$ cat config.mk
export PLATFORM = sky130hd
export DESIGN_NAME = asp_serial_port
export DESIGN_NICKNAME = d
export VERILOG_FILES = /design/src/rtl/asp_pkg.sv /design/src/rtl/asp_serial_port.sv /design/src/rtl/asp_sync.sv /design/src/rtl/asp_tick_div.sv
export SDC_FILE = /design/constraint.sdc
export NUM_CORES = 1
export LEC_CHECK = 0
export BUFFER_PORTS_ARGS = -buffer_cell sky130_fd_sc_hd__buf_2
export CAP_MARGIN = 5
export CORE_MARGIN = 4
export CORE_UTILIZATION = 30
export CTS_CLUSTER_DIAMETER = 60
export DETAILED_ROUTE_END_ITERATION = 16
export HOLD_SLACK_MARGIN = 0.05
export PLACE_DENSITY_LB_ADDON = 0.1
export SKIP_LAST_GASP = 1
export SLEW_MARGIN = 20
export SYNTH_ARGS = -nofsm -noshare
export SYNTH_HDL_FRONTEND = slang
export SYNTH_SLANG_ARGS = --single-unit
$ cat constraint.sdc
create_clock -name clk_sys -period 4.1 [get_ports clk_sys]
set_clock_uncertainty 0.05 [all_clocks]
set_input_delay 1.025 -clock clk_sys [delete_from_list [all_inputs] [get_ports clk_sys]]
set_output_delay 1.025 -clock clk_sys [all_outputs]
set_load 0.1 [all_outputs]
$ cat src/rtl/asp_pkg.sv
// shared constants and types of the converter serial port
// assumes the master clock is clk_sys; time counts are in its cycles, frame counts in serial clock halves
package asp_pkg;

    localparam int TX_W = 32;
    localparam int RX_W = 8;
    localparam int TOUT_W = 17;
    localparam int HALF_W = 6;
    // command decode time and timeouts, in master clock cycles
    localparam int DECODE_CYC = 4;
    localparam int TOUT_LONG_EXP = 16;
    localparam int TOUT_SHORT_EXP = 14;
    localparam int TOUT_LONG_CYC = 2 ** TOUT_LONG_EXP;
    localparam int TOUT_SHORT_CYC = 2 ** TOUT_SHORT_EXP;
    // master clock cycles per half serial clock period in frame master mode
    localparam int SCLK_HALF_CYC = 4;
    localparam int DIV_W = 8;
    // a frame is 32 serial clock periods, i.e. 64 halves
    localparam logic [HALF_W-1:0] HALF_LAST = 6'h3f;
    localparam logic [HALF_W-1:0] STROBE_HIGH_HALVES = 6'h20;
    localparam logic [2:0] RX_LAST_BIT = 3'h7;
    localparam logic [2:0] DECODE_LOAD = 3'h4;

    typedef enum logic [1:0] {
        asp_idle = 2'b00,
        asp_spi = 2'b01,
        asp_frame = 2'b10
    } asp_mode_e;

endpackage

$ cat src/rtl/asp_serial_port.sv
// serial data port of the converter: spi slave and frame-sync master
// assumes clk_sys is the master clock; pins arrive asynchronously
`timescale 1ns/1ps
`default_nettype none
module asp_serial_port
    import asp_pkg::*;
#(
    parameter int TOUT_LONG = TOUT_LONG_CYC,
    parameter int TOUT_SHORT = TOUT_SHORT_CYC
) (
    input wire logic clk_sys,
    input wire logic resetn,
    input wire logic frame_master_mode,
    input wire logic timeout_length_select,
    input wire logic [TX_W-1:0] tx_word,
    output logic tx_word_take,
    input wire logic spi_cs_n,
    input wire logic spi_sclk,
    input wire logic spi_sdi,
    input wire logic chain_serial_input,
    output logic spi_sdo,
    output logic spi_sdo_oe_n,
    output logic sclk_out,
    output logic frame_strobe,
    output logic [RX_W-1:0] cmd_byte,
    output logic cmd_valid
);

    typedef struct packed {
        asp_mode_e mode;
        logic cs_d1;
        logic sclk_d1;
        logic [TX_W-1:0] tx_sr;
        logic chain_q;
        logic [RX_W-1:0] rx_sr;
        logic [2:0] rx_cnt;
        logic pend;
        logic [TOUT_W-1:0] tout_cnt;
        logic [2:0] dec_cnt;
        logic [RX_W-1:0] cmd;
        logic cmd_valid;
        logic rx_done;
        logic sdo;
        logic sdo_oe_n;
        logic sclk_o;
        logic fstrobe;
        logic [HALF_W-1:0] half;
        logic take;
    } asp_port_s;

    localparam asp_port_s ASP_RST = '{mode: asp_idle, cs_d1: 1'b1, sdo_oe_n: 1'b1, default: '0};

    asp_port_s q;
    asp_port_s n;
    logic [3:0] pins_s;
    logic cs_s;
    logic sclk_s;
    logic sdi_s;
    logic chain_s;
    logic tick;
    logic cs_fall;
    logic sclk_rise;
    logic sclk_fall;
    logic tout_hit;
    logic [TOUT_W-1:0] tout_lim;

    ////////////////////////////////////////////////////////////////////////////////
    // pin synchronisers and serial clock divider

    asp_sync #(.N(4), .INIT(4'h1)) u_sync (
        .clk_sys(clk_sys),
        .resetn(resetn),
        .din({chain_serial_input, spi_sdi, spi_sclk, spi_cs_n}),
        .dout(pins_s)
    );

    assign cs_s = pins_s[0];
    assign sclk_s = pins_s[1];
    assign sdi_s = pins_s[2];
    assign chain_s = pins_s[3];

    asp_tick_div #(.HALF(SCLK_HALF_CYC)) u_div (
        .clk_sys(clk_sys),
        .resetn(resetn),
        .run(q.mode == asp_frame),
        .tick(tick)
    );

    ////////////////////////////////////////////////////////////////////////////////
    // edge detection and timeout limit

    assign cs_fall = q.cs_d1 & ~cs_s;
    assign sclk_rise = ~q.sclk_d1 & sclk_s;
    assign sclk_fall = q.sclk_d1 & ~sclk_s;
    assign tout_lim = timeout_length_select ? TOUT_W'(TOUT_SHORT) : TOUT_W'(TOUT_LONG);
    assign tout_hit = q.pend && (q.tout_cnt == tout_lim - TOUT_W'(1));

    ////////////////////////////////////////////////////////////////////////////////
    // next state

    always_comb begin
        n = q;
        n.cmd_valid = 1'b0;
        n.rx_done = 1'b0;
        n.take = 1'b0;
        n.cs_d1 = cs_s;
        n.sclk_d1 = sclk_s;
        // decode delay runs independently of the shifting
        if (q.dec_cnt != 3'h0) begin
            n.dec_cnt = q.dec_cnt - 3'h1;
            n.cmd_valid = (q.dec_cnt == 3'h1);
        end
        case (q.mode)
            asp_idle: begin
                n.sdo_oe_n = 1'b1;
                n.sdo = 1'b0;
                n.sclk_o = 1'b0;
                n.fstrobe = 1'b0;
                n.pend = 1'b0;
                n.rx_cnt = 3'h0;
                n.tout_cnt = '0;
                if (frame_master_mode) begin
                    n.mode = asp_frame;
                    n.half = HALF_LAST;
                    n.sdo_oe_n = 1'b0;
                end else begin
                    n.mode = asp_spi;
                    // select already low covers a select tied low permanently
                    if (!cs_s) begin
                        n.tx_sr = tx_word;
                        n.sdo = tx_word[TX_W-1];
                        n.sdo_oe_n = 1'b0;
                        n.take = 1'b1;
                    end
                end
            end
            asp_spi: begin
                if (frame_master_mode) begin
                    n.mode = asp_idle;
                end else if (cs_s) begin
                    n.sdo_oe_n = 1'b1;
                    n.pend = 1'b0;
                    n.rx_cnt = 3'h0;
                    n.tout_cnt = '0;
                end else if (cs_fall || tout_hit) begin
                    // a timeout also reframes the output word when select stays low
                    n.sdo_oe_n = 1'b0;
                    n.tx_sr = tx_word;
                    n.sdo = tx_word[TX_W-1];
                    n.take = 1'b1;
                    n.pend = 1'b0;
                    n.rx_cnt = 3'h0;
                    n.tout_cnt = '0;
                end else begin
                    if (sclk_rise) begin
                        n.sdo = q.tx_sr[TX_W-1];
                        n.tx_sr = {q.tx_sr[TX_W-2:0], q.chain_q};
                    end
                    if (sclk_fall) begin
                        n.chain_q = chain_s;
                        n.rx_sr = {q.rx_sr[RX_W-2:0], sdi_s};
                        n.rx_cnt = q.rx_cnt + 3'h1;
                        if (q.rx_cnt == RX_LAST_BIT) begin
                            n.rx_done = 1'b1;
                            n.cmd = {q.rx_sr[RX_W-2:0], sdi_s};
                            n.dec_cnt = DECODE_LOAD;
                        end
                    end
                    if (sclk_rise || sclk_fall) begin
                        n.tout_cnt = '0;
                        n.pend = !(sclk_fall && q.rx_cnt == RX_LAST_BIT);
                    end else if (q.pend) begin
                        n.tout_cnt = q.tout_cnt + TOUT_W'(1);
                    end
                end
            end
            asp_frame: begin
                if (!frame_master_mode) begin
                    n.mode = asp_idle;
                end else if (tick) begin
                    // clock toggles from a flop on the master clock edge
                    n.half = q.half + 6'h01;
                    n.sclk_o = n.half[0];
                    n.fstrobe = n.half < STROBE_HIGH_HALVES;
                    if (n.half == 6'h00) begin
                        n.tx_sr = tx_word;
                        n.sdo = tx_word[TX_W-1];
                        n.take = 1'b1;
                    end else if (!n.half[0]) begin
                        n.sdo = q.tx_sr[TX_W-2];
                        n.tx_sr = {q.tx_sr[TX_W-2:0], 1'b0};
                    end
                end
            end
            default: begin
                n.mode = asp_idle;
            end
        endcase
    end

    always_ff @(posedge clk_sys or negedge resetn) begin
        if (!resetn) begin
            q <= ASP_RST;
        end else begin
            q <= n;
        end
    end

    assign spi_sdo = q.sdo;
    assign spi_sdo_oe_n = q.sdo_oe_n;
    assign sclk_out = q.sclk_o;
    assign frame_strobe = q.fstrobe;
    assign cmd_byte = q.cmd;
    assign cmd_valid = q.cmd_valid;
    assign tx_word_take = q.take;

    logic spi_on;
    logic frm_on;
    assign spi_on = (q.mode == asp_spi) && !frame_master_mode;
    assign frm_on = (q.mode == asp_frame) && frame_master_mode;
endmodule
`default_nettype wire

$ cat src/rtl/asp_sync.sv
// two flip-flop synchroniser for a group of pin inputs
// assumes every bit is an independent level from outside clk_sys
`timescale 1ns/1ps
`default_nettype none
module asp_sync
    import asp_pkg::*;
#(
    parameter int N = 4,
    parameter logic [N-1:0] INIT = '0
) (
    input wire logic clk_sys,
    input wire logic resetn,
    input wire logic [N-1:0] din,
    output logic [N-1:0] dout
);

    typedef struct packed {
        logic [N-1:0] s1;
        logic [N-1:0] s2;
    } asp_sync_s;

    asp_sync_s q;
    asp_sync_s d;

    // first stage feeds only the second stage
    always_comb begin
        d = q;
        for (int i = 0; i < N; i++) begin
            d.s1[i] = din[i];
            d.s2[i] = q.s1[i];
        end
    end

    always_ff @(posedge clk_sys or negedge resetn) begin
        if (!resetn) begin
            q <= '{s1: INIT, s2: INIT};
        end else begin
            q <= d;
        end
    end

    assign dout = q.s2;

endmodule
`default_nettype wire

$ cat src/rtl/asp_tick_div.sv
// divider giving a one-cycle enable every HALF master clock cycles
// assumes run is a level from clk_sys logic; count restarts when run drops
`timescale 1ns/1ps
`default_nettype none
module asp_tick_div
    import asp_pkg::*;
#(
    parameter int HALF = SCLK_HALF_CYC
) (
    input wire logic clk_sys,
    input wire logic resetn,
    input wire logic run,
    output logic tick
);

    typedef struct packed {
        logic [DIV_W-1:0] cnt;
        logic tick;
    } asp_div_s;

    asp_div_s q;
    asp_div_s d;

    always_comb begin
        d = q;
        d.tick = 1'b0;
        if (!run) begin
            d.cnt = '0;
        end else if (q.cnt == DIV_W'(HALF - 1)) begin
            d.cnt = '0;
            d.tick = 1'b1;
        end else begin
            d.cnt = q.cnt + DIV_W'(1);
        end
    end

    always_ff @(posedge clk_sys or negedge resetn) begin
        if (!resetn) begin
            q <= '0;
        end else begin
            q <= d;
        end
    end

    assign tick = q.tick;

endmodule
`default_nettype wire

After elaboration in Yosys (flattened, before gate mapping)
Index checks and enable logic that the tools add are counted.

Add/sub/neg operators: 6. Order comparisons: 1. Eq/ne operators: 21. Multiplexer cells: 61. Bitwise operators: 8. Reduce and logical (&&, ||, !) cells: 22.

Operators by type and width (number): $mux 32 (8); $pmux 32 s3 (1); $mux 73 (1); $mux 11 (5); $mux 17 (3); $mux 21 (2); $pmux 21 s2 (1); $mux 41 (1); $mux 9 (3); $mux 1 (21); $ne 2x2->1 const B (9); $add 17x1->17 const B (1); $eq 17x17->1 (1); $sub 17x1->17 const B (1); $mux 8 (2); $pmux 8 s2 (1); $reduce_and 3->1 (5); $mux 12 (1); $mux 2 (5); $reduce_and 9->1 (1); $add 8x1->8 const B (1); $eq 8x2->1 const B (1); $ne 4x3->1 const B (2); $reduce_and 7->1 (1); 29 further kinds (41).

Flip-flop bits (word level): 106. Logic and storage cells: 141.

Logic depth before layout (Yosys ltp)
Depth after elaboration: 9. Gate-level depth with buffers: 10. Depth with buffers taken out: 8.

Modules after synthesis
From an unflattened synthesis, not the netlist that was laid out.

Cell total of the unflattened synthesis: 506. Area total of the unflattened synthesis: 5606.6 sq um.

Modules (own cells, without submodules): asp_serial_port (instances 1, cells an instance 458, area each 4982.3 sq um, seq. area each 2204.6 sq um); asp_tick_div (instances 1, cells an instance 40, area each 421.7 sq um, seq. area each 225.2 sq um); asp_sync (instances 1, cells an instance 8, area each 202.7 sq um, seq. area each 202.7 sq um).

Least setup slack after synthesis
OpenSTA, ideal clock, no wires.

Kind: input -> register. Start: input port timeout_length_select. End: register q[76] (netlist bit). Setup time: 125 ps. Arrival: 2666 ps. Data required time: 3925 ps. Setup slack: 1260 ps. Stages on the path: 7. Cells stage by stage: nand2b_1 -> o22ai_1 -> a31oi_2 -> a311o_1 -> a211oi_4 -> buf_6 -> mux2_2.

Cells in the longest elaborated chain, start to end: 9. Elaborated cells on any way between the ends: 11.

RTL lines: start: declaration (line asp_serial_port.sv:14) `input wire logic timeout_length_select,`; $mux 17 * (line asp_serial_port.sv:95) `assign tout_lim = timeout_length_select ? TOUT_W'(TOUT_SHORT) : TOUT_W'(TOUT_LONG);`; $sub 17x1->17 * (line asp_serial_port.sv:96) `assign tout_hit = q.pend && (q.tout_cnt == tout_lim - TOUT_W'(1));`; $eq 17x17->1 * (line asp_serial_port.sv:96); $logic_and 1x1->1 * (line asp_serial_port.sv:96); $logic_or 1x1->1 * (line asp_serial_port.sv:145) `end else if (cs_fall || tout_hit) begin`; $mux 32 (line asp_serial_port.sv:145); $mux 41 (line asp_serial_port.sv:140) `end else if (cs_s) begin`; $mux 73 (line asp_serial_port.sv:138) `if (frame_master_mode) begin`; $pmux 32 s3 (line asp_serial_port.sv:113) `case (q.mode)`; end signal: assignment (line asp_serial_port.sv:205) `q <= n;`; end: declaration (line asp_serial_port.sv:53) `asp_port_s q;`.

Mark *: on every way between the ends. The rest lies on a longest branch, timed or not. The select of a mux whose other input is x is not followed. A chain may end at the register's enable or synchronous reset.

Worst setup path after layout
Start: register q[30] (netlist bit). End: register q[60] (netlist bit).

Cells in the longest elaborated chain, start to end: 7. Elaborated cells on any way between the ends: 9.

RTL lines (line): $eq 17x17->1 * (asp_serial_port.sv:96); $logic_and 1x1->1 * (asp_serial_port.sv:96); $logic_or 1x1->1 * (asp_serial_port.sv:145); $mux 32 (asp_serial_port.sv:145); $mux 41 (asp_serial_port.sv:140); $mux 73 (asp_serial_port.sv:138); $pmux 32 s3 (asp_serial_port.sv:113).

Marks and branches as above.

==> flow_metrics.env <==
export IMPL_cp_cell_sequence="nand4_2 -> nor4_4 -> a31oi_2 -> a311o_1 -> a211oi_4 -> buf_4 -> mux2_2"
export IMPL_clock_path_buffers=2
export IMPL_top_level_ports=54
export IMPL_max_freq_mhz=338
export IMPL_fin_util=0.355
export IMPL_placed_area_um2=5580
export IMPL_cts_resized=0
export IMPL_place_hpwl_um=7140
export IMPL_critPathLaunchType="flip-flop"
export IMPL_fp_coreArea_um2=16600
export IMPL_clk_latency_ns=0.35
export IMPL_nNetsFinal=551
export IMPL_maxCapViolations=0
export IMPL_cts_buffers=9
export IMPL_dr_pass1_iters=4
export IMPL_p_int_w=0.00236
export IMPL_synth_edf_count=0
export IMPL_cts_sinks=105
export IMPL_synth_top_cell_area_share=0.494
export IMPL_grt_usage=0.118
export IMPL_vias=3494
export IMPL_start_util=0.307
export IMPL_grt_pass1_vias=3591
export IMPL_power_frac_seq=0.375
export IMPL_hold_path_class="reg2reg"
export IMPL_gp_congestion=0.738
export IMPL_slowest_delay_ns=0.48
export IMPL_syn_num_nets=507
export IMPL_ir_drop_v=0.000341
export IMPL_end_kind="flip-flop"
export IMPL_drc=0
export IMPL_cp_arrival_ns=3.14
export IMPL_rows=47
export IMPL_clock_power_share=0.262
export IMPL_drv_slew=0
export IMPL_crit_family="compound AO/OA/AOI/OAI gates"
export IMPL_combinationalPowerShare=0.362
export IMPL_synthDistinctLibCells=50
export IMPL_syn_area_per_cell_um2=11.3
export IMPL_wirelength_um=10700
export IMPL_htree_levels=3
export IMPL_die_x_um=139
export IMPL_max_slew_margin=0.570
export IMPL_syn_inst=452
export IMPL_grt_max_degree=49
export IMPL_grt_pass1_wl_um=18400
export IMPL_hold_viol=0
export IMPL_viasPerCell=4.85
export IMPL_ctsHoldBuffers=0
export IMPL_layout_cells_non_filler=721
export IMPL_yosys_warnings=0
export IMPL_cts_tree="done"
export IMPL_synth_cell_area_um2=5110
export IMPL_port_buffers=53
export IMPL_cts_root_buffer="clkbuf_16"
export IMPL_p_switching_w=0.00126
export IMPL_cts_clk_slew_worst_paths_ns=0.07
export IMPL_syn_to_final_growth_pct=15.6
export IMPL_cts_setup_buffers=0
export IMPL_design_area_um2=5910
export IMPL_layout_drive_gt1_share=0.273
export IMPL_crit_slowest_cell="a311o_1"
export IMPL_dieArea_um2=19200
export IMPL_p_leak_nw=2.72
export IMPL_async_flop_share=1.00
export IMPL_dp_cells=705
export IMPL_finalCriticalPeriod_ns=2.96
export IMPL_fin_crit_sh=0.721
export IMPL_crit_required_ns=4.28
export IMPL_setup_tns_ns=0
export IMPL_worstMarginPinSlew_ns=0.645
export IMPL_cp_max_fo=32
export IMPL_diodes=0
export IMPL_synth_flop_cell="dfrtp_1"
export IMPL_crit_buf_inv=1
export IMPL_worstSetupPathType="reg2reg"
export IMPL_power_switching_share=0.349
export IMPL_drt_iter0_markers=190
export IMPL_rsz0062_at_grt="false"
export IMPL_status="complete, no violations"
export IMPL_dieHeight_um=139
export IMPL_grt_overflow=0
export IMPL_yosys_top_cells_area="dfrtp_1 (49%), mux2_2 (11%), a32o_1 (6.7%)"
export IMPL_powerDensity_nw_per_um2=614
export IMPL_antenna_found_initial=0
export IMPL_seq_area_frac_synth=0.515
export IMPL_finalSetupViolCount=0
export IMPL_yosys_area_top_type="dfrtp_1"
export IMPL_wl_per_cell_um=14.9
export IMPL_synth_seq_cells=105
export IMPL_ant_nets=0
-- sequential cells by signal, indices dropped and copies added (netlist names) --
signal	cells
q	74
frame_strobe	1
u_div.tick	1
cmd_valid	1
u_sync.dout	4
spi_sdo	1
u_sync.d	4
tx_word_take	1
cmd_byte	8
u_div.q	8
spi_sdo_oe_n	1
sclk_out	1
-- power groups by stage --
stage / clock (W) / combinational [W] / sequential, W
after global routing: 0.00103 / 0.00145 / 0.00139
after CTS: 0.000992 / 0.00134 / 0.00136
final: 0.000952 / 0.00131 / 0.00136
after floorplan: 0 / 0.000977 / 0.00143
after global placement: 0 / 0.00131 / 0.00138
after detailed placement: 0 / 0.00133 / 0.00138
-- Yosys cell counts (all sizes together) (2+ instances only) --
cell type,instances
nor2b,7
xnor2,5
o22ai,3
a22o,2
a31oi,2
nor3b,3
a21oi,14
nand2,26
mux2,49
a2bb2oi,2
xor2,14
nand4,8
nor4,3
dfstp,4
a21o,2
o21ai,16
nor2,45
a211oi,2
buf,12
clkbuf,17
ha,15
nand2b,2
a32o,34
nand3,19
and3,5
or3,4
a211o,2
dfrtp,101
mux2i,2
nor3,6
inv,14
-- cell type report --
class / count / area, um^2
fillers: 1656 / 10700
flip-flops and latches: 105 / 2630
multi-input cells: 304 / 2270
repair buffers: 62 / 348
well taps: 220 / 275
clock buffers: 10 / 239
clock inverters: 6 / 90.1
inverters: 14 / 52.6
-- cell usage in the layout, fill, tap and decap left out, types with 2 or more instances in the layout --
cell type | netlist | final
a211o_1 | 2 | 2
a21o_1 | 2 | 2
a21oi_1 | 14 | 14
a22o_1 | 2 | 2
a2bb2oi_1 | 2 | 2
a32o_1 | 34 | 34
and3_1 | 5 | 5
buf_2 | 1 | 52
buf_4 | 8 | 9
bufinv_16 | 0 | 2
clkbuf_16 | 0 | 9
clkinv_2 | 0 | 2
dfrtp_1 | 101 | 101
dfstp_2 | 4 | 4
ha_1 | 15 | 15
inv_1 | 14 | 14
mux2_2 | 48 | 48
mux2i_1 | 2 | 2
nand2_1 | 26 | 26
nand2b_1 | 2 | 2
nand3_1 | 19 | 19
nand4_1 | 7 | 7
nor2_1 | 45 | 45
nor2b_1 | 7 | 7
nor3_1 | 6 | 6
nor3b_1 | 3 | 3
nor4_1 | 2 | 2
o21ai_0 | 16 | 16
o22ai_1 | 3 | 3
or3_1 | 4 | 4
xnor2_1 | 5 | 5
xor2_1 | 14 | 14
-- logic make-up after synthesis --
| group | share of synthesized area |
|---|---|
| simple gates | 0.123 |
| xor+xnor | 0.0325 |
| compound gates | 0.139 |
| buf+inv | 0.0421 |
| mux | 0.112 |
| fa+ha+maj | 0.0367 |
| flops | 0.515 |
-- metal layers --
metal | GRT usage | part of all wire | up-vias
met5 | 0 | 0 | -
met1 | 0.155 | 0.47 | 1713
met2 | 0.186 | 0.48 | 38
met3 | 0.0341 | 0.039 | 12
met4 | 0.0432 | 0.016 | 0
li1 | - | - | 1731
-- worst paths after layout --
kind                        startpoint              to  slack, ns  depth (start not counted)
max in group asynchronous       resetn  u_sync.dout[0]       2.64                          2
max reg2reg                      q[30]           q[60]       1.14                          7
min in group asynchronous       resetn           q[32]       0.65                          1
min reg2reg                u_sync.d[2]  u_sync.dout[2]       0.30                          0
min                        u_sync.d[2]  u_sync.dout[2]       0.30                          0
max                              q[30]           q[60]       1.14                          7
-- metrics by stage --
stage	setup slack [ns]	total power [W]	hold slack, ns
5_1_grt	0.980	0.00387	0.317
2_1_floorplan	1.26	0.00240	0.281
3_5_place_dp	0.814	0.00271	0.290
4_1_cts	1.13	0.00369	0.307
3_3_place_gp	0.806	0.00269	0.284
6_report	1.14	0.00363	0.303
Note: power is estimated with default switching activity, not from simulation.
